**config.mk**
```make
export PLATFORM = sky130hd
export DESIGN_NAME = ptc_top
export DESIGN_NICKNAME = d
export VERILOG_FILES = /design/src/pkg/ptc_pkg.sv /design/src/pkg/ptc_cnt_if.sv /design/src/rtl/ptc_counter.sv /design/src/rtl/ptc_top.sv
export VERILOG_INCLUDE_DIRS = /design/src /design/src/pkg
export SDC_FILE = /design/constraint.sdc
export NUM_CORES = 1
export LEC_CHECK = 0
export BUFFER_PORTS_ARGS = -buffer_cell sky130_fd_sc_hd__buf_4
export CORE_MARGIN = 3
export CORE_UTILIZATION = 60
export CTS_CLUSTER_DIAMETER = 200
export DETAILED_ROUTE_END_ITERATION = 8
export GPL_TIMING_DRIVEN = 0
export PLACE_DENSITY_LB_ADDON = 0.05
export SLEW_MARGIN = 20
export SYNTH_ARGS = -nofsm -noshare
export SYNTH_HDL_FRONTEND = slang
export SYNTH_SLANG_ARGS = --single-unit
```
**constraint.sdc**
```tcl
create_clock -name ref_clk -period 4 [get_ports ref_clk]
set_input_delay 0.8 -clock ref_clk [delete_from_list [all_inputs] [get_ports ref_clk]]
set_output_delay 0.8 -clock ref_clk [all_outputs]
set_load 0.05 [all_outputs]
```
**src/pkg/ptc_consts.svh**
```systemverilog
// Register indices, field positions, reset values and rates of the timer/counter block
`ifndef PTC_CONSTS_SVH
`define PTC_CONSTS_SVH

// ==========================================================
// Register indices (byte address = 4 * index)
`define PTC_IDX_BVAL 8'h0d
`define PTC_IDX_BCTL 8'h0e
`define PTC_IDX_WHI  8'h0f
`define PTC_IDX_WLO  8'h10
`define PTC_IDX_WCTL 8'h11
`define PTC_IDX_STAT 8'h20
`define PTC_IDX_MASK 8'h21

// ==========================================================
// Control register fields
`define PTC_BIT_MODE_HI 7
`define PTC_BIT_MODE_LO 6
`define PTC_BIT_RUN     4
`define PTC_BIT_EDGE    3
`define PTC_CTL_RST     8'h08
`define PTC_CTL_USED    8'hd8

// ==========================================================
// Mode field codes
`define PTC_MODE_EVENT 2'h1
`define PTC_MODE_TIMER 2'h2
`define PTC_MODE_PULSE 2'h3

// ==========================================================
// Internal time base: system clock divided by this
`define PTC_TICK_DIV 4

`endif

```
**src/pkg/ptc_pkg.sv**
```systemverilog
// Types shared by the timer/counter modules
package ptc_pkg;

	typedef enum logic [1:0] {PTC_PW_IDLE, PTC_PW_MEASURE, PTC_PW_HELD} ptc_pw_type;

	typedef struct packed {
		logic [7:0]  ctl_byte;
		logic [7:0]  ctl_word;
		logic [7:0]  low_buf;
		logic [1:0]  status;
		logic [1:0]  mask;
		logic [31:0] rdata;
		logic [1:0]  div;
	} ptc_top_state_type;

endpackage

```
**src/pkg/ptc_cnt_if.sv**
```systemverilog
// Control and status link between the register block and one counter unit
`timescale 1ns/1ps
interface ptc_cnt_if #(parameter int W = 8);
	logic [1:0]   mode;
	logic         run;
	logic         edge_sel;
	logic         tick;
	logic         read_hold;
	logic         preload_wr;
	logic [W-1:0] preload_val;
	logic [W-1:0] count;
	logic [W-1:0] preload;
	logic         ovf;
	logic         done;

	modport ctl (
		output mode, run, edge_sel, tick, read_hold, preload_wr, preload_val,
		input  count, preload, ovf, done
	);
	modport unit (
		input  mode, run, edge_sel, tick, read_hold, preload_wr, preload_val,
		output count, preload, ovf, done
	);
endinterface

```
**src/rtl/ptc_counter.sv**
```systemverilog
// One count-up timer/event counter unit with preload and pulse-width capture
`timescale 1ns/1ps
`include "ptc_consts.svh"
module ptc_counter import ptc_pkg::*; #(
	parameter int W = 8
) (
	input wire logic ref_clk,
	input wire logic reset,
	input wire logic pin,
	ptc_cnt_if.unit  bus
);

	typedef struct packed {
		logic         sync1;
		logic         sync2;
		logic         prev;
		ptc_pw_type   pw;
		logic [W-1:0] cnt;
		logic [W-1:0] preload;
		logic         ovf;
		logic         done;
	} ptc_cnt_state_type;

	ptc_cnt_state_type s;
	ptc_cnt_state_type next_s;
	logic              rise;
	logic              fall;
	logic              start;
	logic              stop;
	logic              inc;

	if (W < 8 || W > 16) begin : g_bad_width
		$error("ptc_counter: width must be 8 to 16");
	end

	// ==========================================================
	// Next state
	always_comb begin
		next_s = s;
		// Two stages before any edge logic looks at the pin
		next_s.sync1 = pin; // see RULE_16
		next_s.sync2 = s.sync1;
		next_s.prev = s.sync2;
		next_s.ovf = 1'b0;
		next_s.done = 1'b0;
		rise = s.sync2 & ~s.prev;
		fall = ~s.sync2 & s.prev;
		start = bus.edge_sel ? rise : fall; // see RULE_01
		stop = bus.edge_sel ? fall : rise;
		inc = 1'b0;

		// Only a fresh edge arms the count, never a level already present
		case (s.pw)
			PTC_PW_IDLE: begin
				if (bus.run && bus.mode == `PTC_MODE_PULSE && start) begin // see RULE_03
					next_s.pw = PTC_PW_MEASURE;
				end
			end
			PTC_PW_MEASURE: begin
				if (!bus.run || bus.mode != `PTC_MODE_PULSE) begin
					next_s.pw = PTC_PW_IDLE;
				end else if (stop) begin
					next_s.pw = PTC_PW_HELD; // see RULE_01
					next_s.done = 1'b1;
				end
			end
			PTC_PW_HELD: begin
				// Result is frozen until software sets run again
				if (!bus.run) begin // see RULE_02
					next_s.pw = PTC_PW_IDLE;
				end
			end
			default: next_s.pw = PTC_PW_IDLE;
		endcase

		case (bus.mode) // see RULE_12
			`PTC_MODE_EVENT: inc = bus.run && (bus.edge_sel ? fall : rise); // see RULE_05
			`PTC_MODE_TIMER: inc = bus.run && bus.tick; // see RULE_13
			`PTC_MODE_PULSE: inc = bus.run && bus.tick && s.pw == PTC_PW_MEASURE;
			default: inc = 1'b0;
		endcase
		// A read in progress blocks the count, so events may be lost
		if (bus.read_hold) begin // see RULE_11
			inc = 1'b0;
		end

		if (inc && (&s.cnt)) begin
			next_s.cnt = s.preload; // see RULE_14
			next_s.ovf = 1'b1; // see RULE_04
		end else if (inc) begin
			next_s.cnt = s.cnt + 1'b1;
		end

		if (bus.preload_wr) begin
			next_s.preload = bus.preload_val; // see RULE_10
			if (!bus.run) begin
				next_s.cnt = bus.preload_val; // see RULE_09
			end
		end
	end

	always_ff @(posedge ref_clk) begin
		if (reset) begin
			s <= '0;
		end else begin
			s <= next_s;
		end
	end

	assign bus.count = s.cnt;
	assign bus.preload = s.preload;
	assign bus.ovf = s.ovf;
	assign bus.done = s.done;

endmodule // ptc_counter

```
**src/rtl/ptc_top.sv**
```systemverilog
// APB register block with 8-bit and 16-bit timer/event counters and overflow interrupt
//
// The APB slave port and the register offsets were decided locally.
`timescale 1ns/1ps
`include "ptc_consts.svh"

// Behaviour
// RULE_01: pulse mode counts between chosen edge and return
// RULE_02: finished measurement holds until run set again
// RULE_03: only an edge starts pulse measurement
// RULE_04: pulse mode overflow reloads and flags
// RULE_05: counting only while run bit is set
// RULE_06: run self-clears only after pulse measurement
// RULE_07: any overflow is a wake-up source
// RULE_08: cleared enable blocks the overflow interrupt
// RULE_09: preload write while stopped loads counter too
// RULE_10: preload write while running waits for reload
// RULE_11: counter read blocks its count clock
// RULE_12: mode field selects event, timer, pulse
// RULE_13: timer and pulse modes use clock/4
// RULE_14: count to all ones, reload, set flag
// RULE_15: word low byte buffered until high write
// RULE_16: pin inputs synchronised before edge detection
// RULE_17: one 8-bit and one 16-bit unit
module ptc_top import ptc_pkg::*; (
	input  wire logic        ref_clk,
	input  wire logic        reset,
	input  wire logic        psel,
	input  wire logic        penable,
	input  wire logic        pwrite,
	input  wire logic [11:0] paddr,
	input  wire logic [31:0] pwdata,
	output logic      [31:0] prdata,
	output logic             pready,
	output logic             pslverr,
	input  wire logic        byte_counter_pin,
	input  wire logic        word_counter_input,
	output logic             irq,
	output logic             wake
);

	ptc_top_state_type s;
	ptc_top_state_type next_s;
	logic [7:0]        idx;
	logic              aligned;
	logic              hit;
	logic [31:0]       rmux;
	logic              acc_wr;
	logic              rd_setup;
	logic              wr_bval;
	logic              wr_bctl;
	logic              wr_whi;
	logic              wr_wlo;
	logic              wr_wctl;
	logic              wr_stat;
	logic              wr_mask;
	logic [1:0]        w1c;

	ptc_cnt_if #(.W(8))  b0();
	ptc_cnt_if #(.W(16)) b1();

	// ==========================================================
	// APB decode
	assign idx = paddr[9:2];
	assign aligned = (paddr[1:0] == 2'h0) && (paddr[11:10] == 2'h0);
	assign acc_wr = psel & penable & pwrite;
	assign rd_setup = psel & ~penable & ~pwrite;
	assign wr_bval = acc_wr && hit && idx == `PTC_IDX_BVAL;
	assign wr_bctl = acc_wr && hit && idx == `PTC_IDX_BCTL;
	assign wr_whi = acc_wr && hit && idx == `PTC_IDX_WHI;
	assign wr_wlo = acc_wr && hit && idx == `PTC_IDX_WLO;
	assign wr_wctl = acc_wr && hit && idx == `PTC_IDX_WCTL;
	assign wr_stat = acc_wr && hit && idx == `PTC_IDX_STAT;
	assign wr_mask = acc_wr && hit && idx == `PTC_IDX_MASK;

	always_comb begin
		rmux = 32'h0;
		hit = aligned;
		case (idx)
			`PTC_IDX_BVAL: rmux[7:0] = b0.count;
			`PTC_IDX_BCTL: rmux[7:0] = s.ctl_byte & `PTC_CTL_USED;
			`PTC_IDX_WHI:  rmux[7:0] = b1.count[15:8];
			`PTC_IDX_WLO:  rmux[7:0] = s.low_buf;
			`PTC_IDX_WCTL: rmux[7:0] = s.ctl_word & `PTC_CTL_USED;
			`PTC_IDX_STAT: rmux[1:0] = s.status;
			`PTC_IDX_MASK: rmux[1:0] = s.mask;
			default:       hit = 1'b0;
		endcase
		if (!aligned) begin
			rmux = 32'h0;
		end
	end

	// ==========================================================
	// Register state
	always_comb begin
		next_s = s;
		next_s.div = s.div + 2'h1; // see RULE_13
		w1c = wr_stat ? pwdata[1:0] : 2'h0;

		// Read data is captured in the setup cycle; the count is frozen meanwhile
		if (rd_setup) begin
			next_s.rdata = hit ? rmux : 32'h0;
			if (hit && idx == `PTC_IDX_WHI) begin
				next_s.low_buf = b1.count[7:0];
			end
		end
		if (wr_wlo) begin
			next_s.low_buf = pwdata[7:0]; // see RULE_15
		end
		if (wr_bctl) begin
			next_s.ctl_byte = pwdata[7:0] & `PTC_CTL_USED;
		end else if (b0.done && b0.mode == `PTC_MODE_PULSE) begin
			next_s.ctl_byte[`PTC_BIT_RUN] = 1'b0; // see RULE_01
		end
		if (wr_wctl) begin
			next_s.ctl_word = pwdata[7:0] & `PTC_CTL_USED;
		end else if (b1.done && b1.mode == `PTC_MODE_PULSE) begin
			next_s.ctl_word[`PTC_BIT_RUN] = 1'b0; // see RULE_06
		end
		if (wr_mask) begin
			next_s.mask = pwdata[1:0];
		end
		// A new overflow beats a clear in the same cycle
		next_s.status = (s.status & ~w1c) | {b1.ovf, b0.ovf}; // see RULE_14
	end

	always_ff @(posedge ref_clk) begin
		if (reset) begin
			s <= '{ctl_byte: `PTC_CTL_RST, ctl_word: `PTC_CTL_RST, default: '0};
		end else begin
			s <= next_s;
		end
	end

	// ==========================================================
	// Counter units
	assign b0.mode = s.ctl_byte[`PTC_BIT_MODE_HI:`PTC_BIT_MODE_LO];
	assign b0.run = s.ctl_byte[`PTC_BIT_RUN];
	assign b0.edge_sel = s.ctl_byte[`PTC_BIT_EDGE];
	assign b0.tick = s.div == 2'(`PTC_TICK_DIV - 1);
	assign b0.read_hold = psel && !pwrite && hit && idx == `PTC_IDX_BVAL; // see RULE_11
	assign b0.preload_wr = wr_bval;
	assign b0.preload_val = pwdata[7:0];

	assign b1.mode = s.ctl_word[`PTC_BIT_MODE_HI:`PTC_BIT_MODE_LO];
	assign b1.run = s.ctl_word[`PTC_BIT_RUN];
	assign b1.edge_sel = s.ctl_word[`PTC_BIT_EDGE];
	assign b1.tick = s.div == 2'(`PTC_TICK_DIV - 1);
	assign b1.read_hold = psel && !pwrite && hit && idx == `PTC_IDX_WHI;
	assign b1.preload_wr = wr_whi; // see RULE_15
	assign b1.preload_val = {pwdata[7:0], s.low_buf};

	ptc_counter #(.W(8)) u_byte ( // see RULE_17
		.ref_clk (ref_clk),
		.reset   (reset),
		.pin     (byte_counter_pin),
		.bus     (b0)
	);

	ptc_counter #(.W(16)) u_word (
		.ref_clk (ref_clk),
		.reset   (reset),
		.pin     (word_counter_input),
		.bus     (b1)
	);

	// ==========================================================
	// Outputs
	assign prdata = s.rdata;
	assign pready = 1'b1;
	assign pslverr = psel & penable & ~hit;
	assign irq = |(s.status & s.mask); // see RULE_08
	// Wake fires whether or not the interrupt is enabled
	assign wake = b0.ovf | b1.ovf; // see RULE_07
endmodule // ptc_top
```
; After elaboration in Yosys (flattened, before gate mapping)
; Cells that the tools add are included.
[totals]
inputBits = 51
reg_bits = 116
elab_cells = 170
[op_classes]
bitwise_logic = 23
n_mux = 43
n_eq_ne = 26
reduce_logical = 50
addsub = 3
[ops]
columns = operator, count
row1 = 16-bit 2-to-1 mux, 4
row2 = 32-bit 2-to-1 mux, 2
row3 = 8-bit 2-to-1 mux, 7
row4 = 6-bit case mux with 5 select lines, 1
row5 = 1-bit logical AND, 28
row6 = "8-bit by 4-bit equality test with 1-bit output, second input constant", 3
row7 = 2-bit 2-to-1 mux, 9
row8 = "16-bit by 1-bit adder with 16-bit output, second input constant", 1
row9 = "8-bit by 5-bit equality test with 1-bit output, second input constant", 2
row10 = "8-bit by 6-bit equality test with 1-bit output, second input constant", 2
row11 = 16-bit AND reduction, 1
row12 = 1-bit 2-to-1 mux, 15
row13 = "2-bit equality test, second input constant", 7
row14 = 2-bit case mux with 3 select lines, 2
row15 = 2-bit case mux with 5 select lines, 1
row16 = 1-bit AND, 9
row17 = 1-bit NOT, 9
row18 = "8-bit by 1-bit adder with 8-bit output, second input constant", 1
row19 = "2-bit by 1-bit equality test with 1-bit output, second input constant", 4
row20 = 2-bit logical NOT, 4
row21 = "2-bit inequality test, second input constant", 4
row22 = 8-bit AND reduction, 1
row23 = 2-bit nonzero test, 4
row24 = 7-bit OR reduction, 1
row25 = other kinds (14), 23

; Logic depth before layout (Yosys ltp)
; Gate-level depths: netlist of run 1.
[depth]
ltp_word = 10
ltp_mapped = 9
mapped_depth_nobuf = 7

; Modules after synthesis
; Synthesis of run 1 repeated with hierarchy kept, for this count alone.
[hier_totals]
hier_cells = 653
area_unflattened_um2 = 5595.4
[modules_own_cells]
columns = mod, area_per_inst_um2, n_inst, cells_per_inst, seq_area_each_um2
row1 = ptc_counter (u_word), 2312.2, 1, 268, 780.7
row2 = ptc_top, 2015.7, 1, 242, 600.6
row3 = ptc_counter (u_byte), 1267.5, 1, 143, 460.4

; Worst setup path after synthesis of run 1
; Ideal clock, no wire load.
[synth_timing]
kind = in2out
start = input port paddr[7]
end = output port pslverr
arrival_ps = 2203
slack_ps = 997
n_path_buf = 1
cell_stages = 5
path_cell_list = buf_2 or3_4 nor3b_4 o21ai_0 and3_1
[synth_between]
elab_chain_cells = 5
word_cells_on_any_way = 11
cone_classes = eq/ne (7) / mux (1) / bitwise (2) / reduce/logical (1)
[synth_lines]
columns = element, line
row1 = start: declaration, ptc_top.sv:31  ; input wire logic [11:0] paddr,
row2 = "8-bit by 4-bit equality test with 1-bit output, or another cell as far along", ptc_top.sv:79  ; case (idx)
row3 = 7-bit OR reduction (no line) (*), -
row4 = 1-bit 2-to-1 mux (*), ptc_top.sv:79
row5 = 1-bit NOT (*), ptc_top.sv:172  ; assign pslverr = psel & penable & ~hit;
row6 = 1-bit AND (*), ptc_top.sv:172
row7 = end: declaration, ptc_top.sv:35  ; output logic pslverr,
; Every way passes the cells marked *; elsewhere a longest branch is shown, timed or not.

; Worst setup path after layout of run 1
[layout_timing]
start = input port paddr[3]
end = output port pslverr
; Same word-level chain as after synthesis.

==> results of run 1 <==
[final cells by class]
class,instances,area [sq um]
clock inverters,7,65.1
plain buffers,58,355
well taps,102,128
clock buffers,9,124
multi-input cells,477,2910
fillers,679,2230
flip-flops and latches,92,1840
repair buffers,35,263
inverters,14,52.6
[per-layer routing]
layer  part of all wire, %  wire length, um
met2                    44             6520
met3                    11             1620
met5                     0                0
met1                    41             6100
met4                   3.6              537
[cells in the mapped netlist, types with 4 or more instances]
cell       n  area share, %
dfxtp_1   92             36
nand2_1   89            6.6
a21oi_1   49            4.8
nor2_1    40            3.0
buf_4     35            5.2
mux2i_1   24            4.7
nand3_1   20            2.0
nor3_1    20            2.0
o21ai_0   16            1.6
a22oi_1   14            2.1
clkbuf_1  14            1.0
inv_1     13           0.96
nand4_1   12            1.5
and3_1    10            1.2
nor4_1    10            1.2
a211oi_1   9            1.3
nor2b_1    9            1.1
xor2_1     8            1.4
and2_1     7           0.86
o211ai_1   7            1.0
o22ai_1    7           0.86
a31oi_1    6           0.74
xnor2_1    6            1.0
buf_2      5           0.49
nand2b_1   5           0.62
a21o_1     4           0.59
buf_1      4           0.30
nor2_2     4           0.49
or3_1      4           0.49
[worst max-delay path, stage by stage]
cell      delay (ps)
buf_4            140
nor3_2           290
and3_1           200
clkbuf_1         270
o21ai_0          230
and3_1           270
buf_4            180
[logic make-up (layout without fill, tap and decap cells)]
group,after synthesis,count (layout)
AOI/OAI and AO/OA,149,149
xor gates and xnor gates,14,14
muxes,26,26
and+or+nand+nor,260,260
DFF,92,92
adders and majority gates,3,3
other,2,25
buffers and inverters,72,123
[state kept, by name, indices dropped and copies added (netlist names)]
register and flops:
b0.edge_sel 1, b0.mode 2, b0.run 1, b1.edge_sel 1
b1.mode 2, b1.preload_val 8, b1.run 1, prdata 8
s 6, u_byte.bus.count 8, u_byte.bus.done 1, u_byte.bus.ovf 1
u_byte.bus.preload 8, u_byte.next_s 2, u_byte.s 3, u_word.bus.count 16
u_word.bus.done 1, u_word.bus.ovf 1, u_word.bus.preload 16, u_word.next_s 2
u_word.s 3
[power breakdown]
group | internal [mW] | total [mW] | leakage [nW] | switching [mW]
clock | 0.242 | 0.620 | 0.0947 | 0.378
combinational | 0.0528 | 0.176 | 1.34 | 0.123
sequential | 0.919 | 0.921 | 0.742 | 0.00204
total | 1.21 | 1.72 | 2.18 | 0.503
[cell usage in the layout (no fill, tap or decap), types with 16 or more instances in the layout]
| cell type | netlist | routed |
|---|---|---|
| nor2_1 | 40 | 40 |
| buf_4 | 35 | 70 |
| o21ai_0 | 16 | 16 |
| conb_1 | 2 | 25 |
| dfxtp_1 | 92 | 92 |
| a21oi_1 | 49 | 49 |
| nand2_1 | 89 | 89 |
| nor3_1 | 20 | 20 |
| nand3_1 | 20 | 20 |
| mux2i_1 | 24 | 24 |
[worst paths after layout]
path	from	end	slack, ps	depth (start not counted)
hold / removal	s[0]$_SDFF_PP0_	s[0]$_SDFF_PP0_	430	1
hold reg to reg	s[0]$_SDFF_PP0_	s[0]$_SDFF_PP0_	430	1
setup / recovery	paddr[3]	pslverr	810	7
setup reg to reg	u_word.next_s[36]$_SDFF_PP0_	u_word.bus.count[11]$_SDFF_PP0_	1460	7
[stage by stage]
| stage | total power [mW] | area, sq um |
|---|---|---|
| floorplan | 1.06 | 5160 |
| global placement | 1.11 | 5550 |
| detailed placement | 1.11 | 5550 |
| CTS | 1.71 | 5740 |
| global route | 1.76 | 5740 |
| finish | 1.72 | 5740 |
==> run_results.csv, run 1 <==
group,metric,value,unit
clocking,post_cts_buffers,0,
yosys,synth_seq_cells,92,
worst_setup_path,cp-end-kind,"output port",
finish,drive_above_1_share,17.2,%
drt,first_pass_iters,5,
run,drv_cap,0,
place,placed_cells,778,
drt,drc,0,
yosys,synth_top_family_by_area,"simple AND/OR/NAND/NOR gates",
pwr,vdd_drop_max,0.000252,V
place,io_buffers,35,
finish,area_delta_synth_final,13.1,%
clocking,hold_buffers,0,
clocking,cts_buffer_depth,2,
sta,worst_slack,812,ps
hold_path,min_path_type,"flop to flop",
grt,met3_usage,6.36,%
drt,wl_per_cell,18.6,um
yosys,synth_edf_count,0,
place,dp_slack,772,ps
run_status,status,"completed",
yosys,ys_warn_count,0,
yosys,synth.avg_cell_area,8.21,sq um
floorplan,die_y,97.9,um
sta,tightest_slew,725,ps
drt,num_vias,4983,
sta,rsz0062_at_grt,"no",
floorplan,dieArea,9590,sq um
grt,antenna_found_initial,0,
worst_setup_path,cp_max_fo,7,
place,gp_congestion,0.994,
sta,slew_viol_final,0,
yosys,synthCells,618,
grt,grt_max_degree,19,
place,dpl.hpwl,11000,um
sta,finalCriticalPeriod,3190,ps
drt,drtIter0Drc,445,
clocking,clkLatencyLatePin,380,ps
yosys,yosysSeqAreaShare,36.3,%
clocking,cts-root-buf,"clkbuf_8",
finish,postLayoutCoreUtil,72.0,%
worst_setup_path,crit_required,3200,ps
sta,fmaxAchievable,314,MHz
drt,wirelength,14800,um
worst_setup_path,start_kind,"input port",
finish,layout.nets,741,
finish,final_cells,794,
sta,slew_headroom,51.6,%
yosys,synthFlopType,"dfxtp_1",
clocking,path_clk_slew,100,ps
floorplan,core_area,7970,sq um
clocking,cts_resized,0,
floorplan,initial_utilization,63.6,%
sta,hold_viol,0,
clocking,cts_sinks,92,
pwr,powerDensity,299,nW/um^2
sta,fin_crit_sh,79.7,%
yosys,async_flop_share,0,%
floorplan,fp.dieW,97.9,um
drt,routed_via_density,6.28,
sta,setup-violations-final,0,
grt,use_met2,47.7,%
yosys,syn_area,5070,sq um
grt,top_usage_layer,"met2",
grt,grt_pass1_wl,23600,um
grt,grt-ovfl-total,0,
drt,antenna_left,0,
grt,track_usage,30.5,%
floorplan,num_io_pins,87,
pwr,leakage,2.18,nW
yosys,synthXorXnorAreaFrac,2.42,%
grt,use_met1,40.7,%
clocking,cts_tree,"done",
clocking,cts_buffers,9,
clocking,ctsHtreeMaxLevel,3,
yosys,synth.distinct_cells,77,
yosys,synth-adder-area-share,0.740,%
sta,fin_setup_tns,0,ps
yosys,synthSimpleGateAreaFrac,26.8,%
floorplan,rows,32,
worst_setup_path,arrival,2390,ps
grt,grt_pass1_vias,4551,
yosys,synthMuxAreaShare,5.18,%
yosys,synth_compound_area_share,20.3,%
sta,hold_ws,435,ps
worst_setup_path,critPathKind,"input port to output port",
sta,fin_skew,15.5,ps
finish,n_antenna_cell,0,
(Power assumes the default switching activity.)
==> run 2: changes to the inputs <==
--- a/config.mk
+++ b/config.mk
@@ -8,7 +8,7 @@
 export LEC_CHECK = 0
 export BUFFER_PORTS_ARGS = -buffer_cell sky130_fd_sc_hd__buf_4
 export CORE_MARGIN = 3
-export CORE_UTILIZATION = 60
+export CORE_UTILIZATION = 51
 export CTS_CLUSTER_DIAMETER = 200
 export DETAILED_ROUTE_END_ITERATION = 8
 export GPL_TIMING_DRIVEN = 0
==> constraint.sdc (replaced) <==
create_clock -name ref_clk -period 2.8 [get_ports ref_clk]
set_input_delay 0.56 -clock ref_clk [delete_from_list [all_inputs] [get_ports ref_clk]]
set_output_delay 0.56 -clock ref_clk [all_outputs]
set_load 0.05 [all_outputs]
==> run_results.csv, run 2 (synthesis gave the netlist of run 1 again) <==
group,metric,value,unit
finish,final_cell_area,5780,sq um
drt,wirelength,15100,um
finish,n_antenna_cell,0,
clocking,cts_tree,"done",
worst_setup_path,regToRegStartpoint,"u_word.next_s[36]$_SDFF_PP0_",
finish,final_cells,821,
grt,grt_max_degree,19,
worst_setup_path,path_delay_family,"simple AND/OR/NAND/NOR gates",
clocking,clkLatencyLatePin,380,ps
floorplan,die_y,106,um
worst_setup_path,reg2reg_to,"u_word.bus.count[11]$_SDFF_PP0_",
sta,hold_viol,0,
sta,finalCriticalPeriod,2700,ps
worst_setup_path,critPathKind,"input port to output port",
pwr,leakage,2.19,nW
worst_setup_path,cp-end-kind,"output port",
finish,drive_above_1_share,17.2,%
place,placed_cells,805,
drt,drc,0,
worst_setup_path,path_cells,"buf_4, nor3_2, and3_1, clkbuf_1, o21ai_0, and3_1, buf_4",
clocking,path_clk_slew,100,ps
pwr,vdd_drop_max,0.000273,V
floorplan,initial_utilization,53.6,%
worst_setup_path,cp.depth,7,
place,io_buffers,35,
run,drv_cap,0,
worst_setup_path,cp_num_buf_inv,3,
hold_path,min_path_type,"input port to flop",
clocking,post_cts_buffers,0,
sta,tightest_slew,760,ps
grt,track_usage,26.9,%
grt,grt_pass1_wl,23800,um
finish,layout_commonest_cell,"dfxtp_1",
pwr,powerDensity,428,nW/um^2
finish,area_delta_synth_final,13.9,%
drt,drtIter0Drc,448,
worst_setup_path,arrival,2140,ps
floorplan,core_area,9460,sq um
sta,rsz0062_at_grt,"yes",
sta,setup-violations-final,0,
worst_setup_path,start_kind,"input port",
clocking,cts_buffer_depth,2,
grt,grt-ovfl-total,0,
worst_setup_path,startpoint,"paddr[3]",
worst_setup_path,crit_slowest_cell,"nor3_2",
worst_setup_path,crit_required,2240,ps
clocking,ctsHtreeMaxLevel,3,
sta,slew_viol_final,0,
finish,layout.nets,741,
worst_setup_path,r2r_cells,7,
clocking,cts-root-buf,"clkbuf_8",
worst_setup_path,critPathCapture,"pslverr",
worst_setup_path,cp_max_fo,7,
sta,fin_skew,13.7,ps
worst_setup_path,r2r_slack,180,ps
sta,fmaxAchievable,370,MHz
clocking,cts_buffers,9,
sta,hold_ws,388,ps
hold_path,hp-start,"word_counter_input",
floorplan,rows,35,
drt,num_vias,4867,
finish,final_cell_mix,"dfxtp_1 (92), nand2_1 (89), buf_4 (70)",
sta,slew_headroom,49.3,%
place,dpl-instance-area,5580,sq um
clocking,cts_sinks,92,
drt,wl_per_cell,18.3,um
floorplan,num_io_pins,87,
worst_setup_path,slowest_delay,310,ps
finish,n_fill_cell,908,
finish,postLayoutCoreUtil,61.1,%
sta,fin_crit_sh,96.5,%
place,gp_congestion,0.945,
floorplan,dieArea,11200,sq um
drt,antenna_left,0,
drt,first_pass_iters,5,
place,dpl.hpwl,11200,um
floorplan,fp.dieW,106,um
drt,routed_via_density,5.93,
grt,antenna_found_initial,0,
grt,grt_pass1_vias,4425,
run_status,status,"completed",
run 2: changes by cell type in the layout (fill, tap and decap cells not counted), sizes merged:
cell	change
inv	-1
clkinv	+2
clkinvlp	-1
run 2: timing repair:
action                     4_1_cts  5_1_grt
gates resized for setup          0        1
setup endpoints to repair        0        1
hold buffers                     0        0
run 2: how the worst min path moves through the flow:
| stage | to | slack, ps | cells past startpoint |
|---|---|---|---|
| after detailed placement | u_byte.next_s[20]$_SDFF_PP0_ | 430 | 1 |
| final | u_word.next_s[37]$_SDFF_PP0_ | 390 | 2 |
| after CTS | u_word.next_s[37]$_SDFF_PP0_ | 380 | 2 |
| after floorplan | s[0]$_SDFF_PP0_ | 400 | 1 |
| after global routing | u_word.next_s[37]$_SDFF_PP0_ | 380 | 2 |
| after global placement | s[0]$_SDFF_PP0_ | 410 | 1 |
run 2: per-layer routing:
metal / global-route usage [%] / routed length [um]
met1: 38.3 / 6660
met2: 39.4 / 6370
met3: 5.21 / 1440
met4: 11.6 / 586
met5: 0 / 0
run 2: layout make-up:
cell class	instances	area (sq um)	share of cell area (%)
inverters	14	52.6	0.909
plain buffers	58	355	6.15
flip-flops and latches	92	1840	31.9
clock buffers	9	124	2.14
well taps	129	161	2.79
repair buffers	35	263	4.55
clock inverters	7	66.3	1.15
multi-input cells	477	2910	50.4
run 2: power breakdown:
| part | switching [mW] | internal [mW] |
|---|---|---|
| Clock | 0.558 | 0.347 |
| Combinational | 0.177 | 0.0758 |
| Sequential | 0.00294 | 1.31 |
| Total | 0.738 | 1.74 |
run 2: per-stage QoR:
step	power (mW)	setup WS (ps)	TNS, ps
floorplan	1.51	277	0
global placement	1.59	-161	-485
detailed placement	1.60	-177	-801
CTS	2.48	138	0
global route	2.55	-2.55	-2.55
finish	2.47	97.3	0
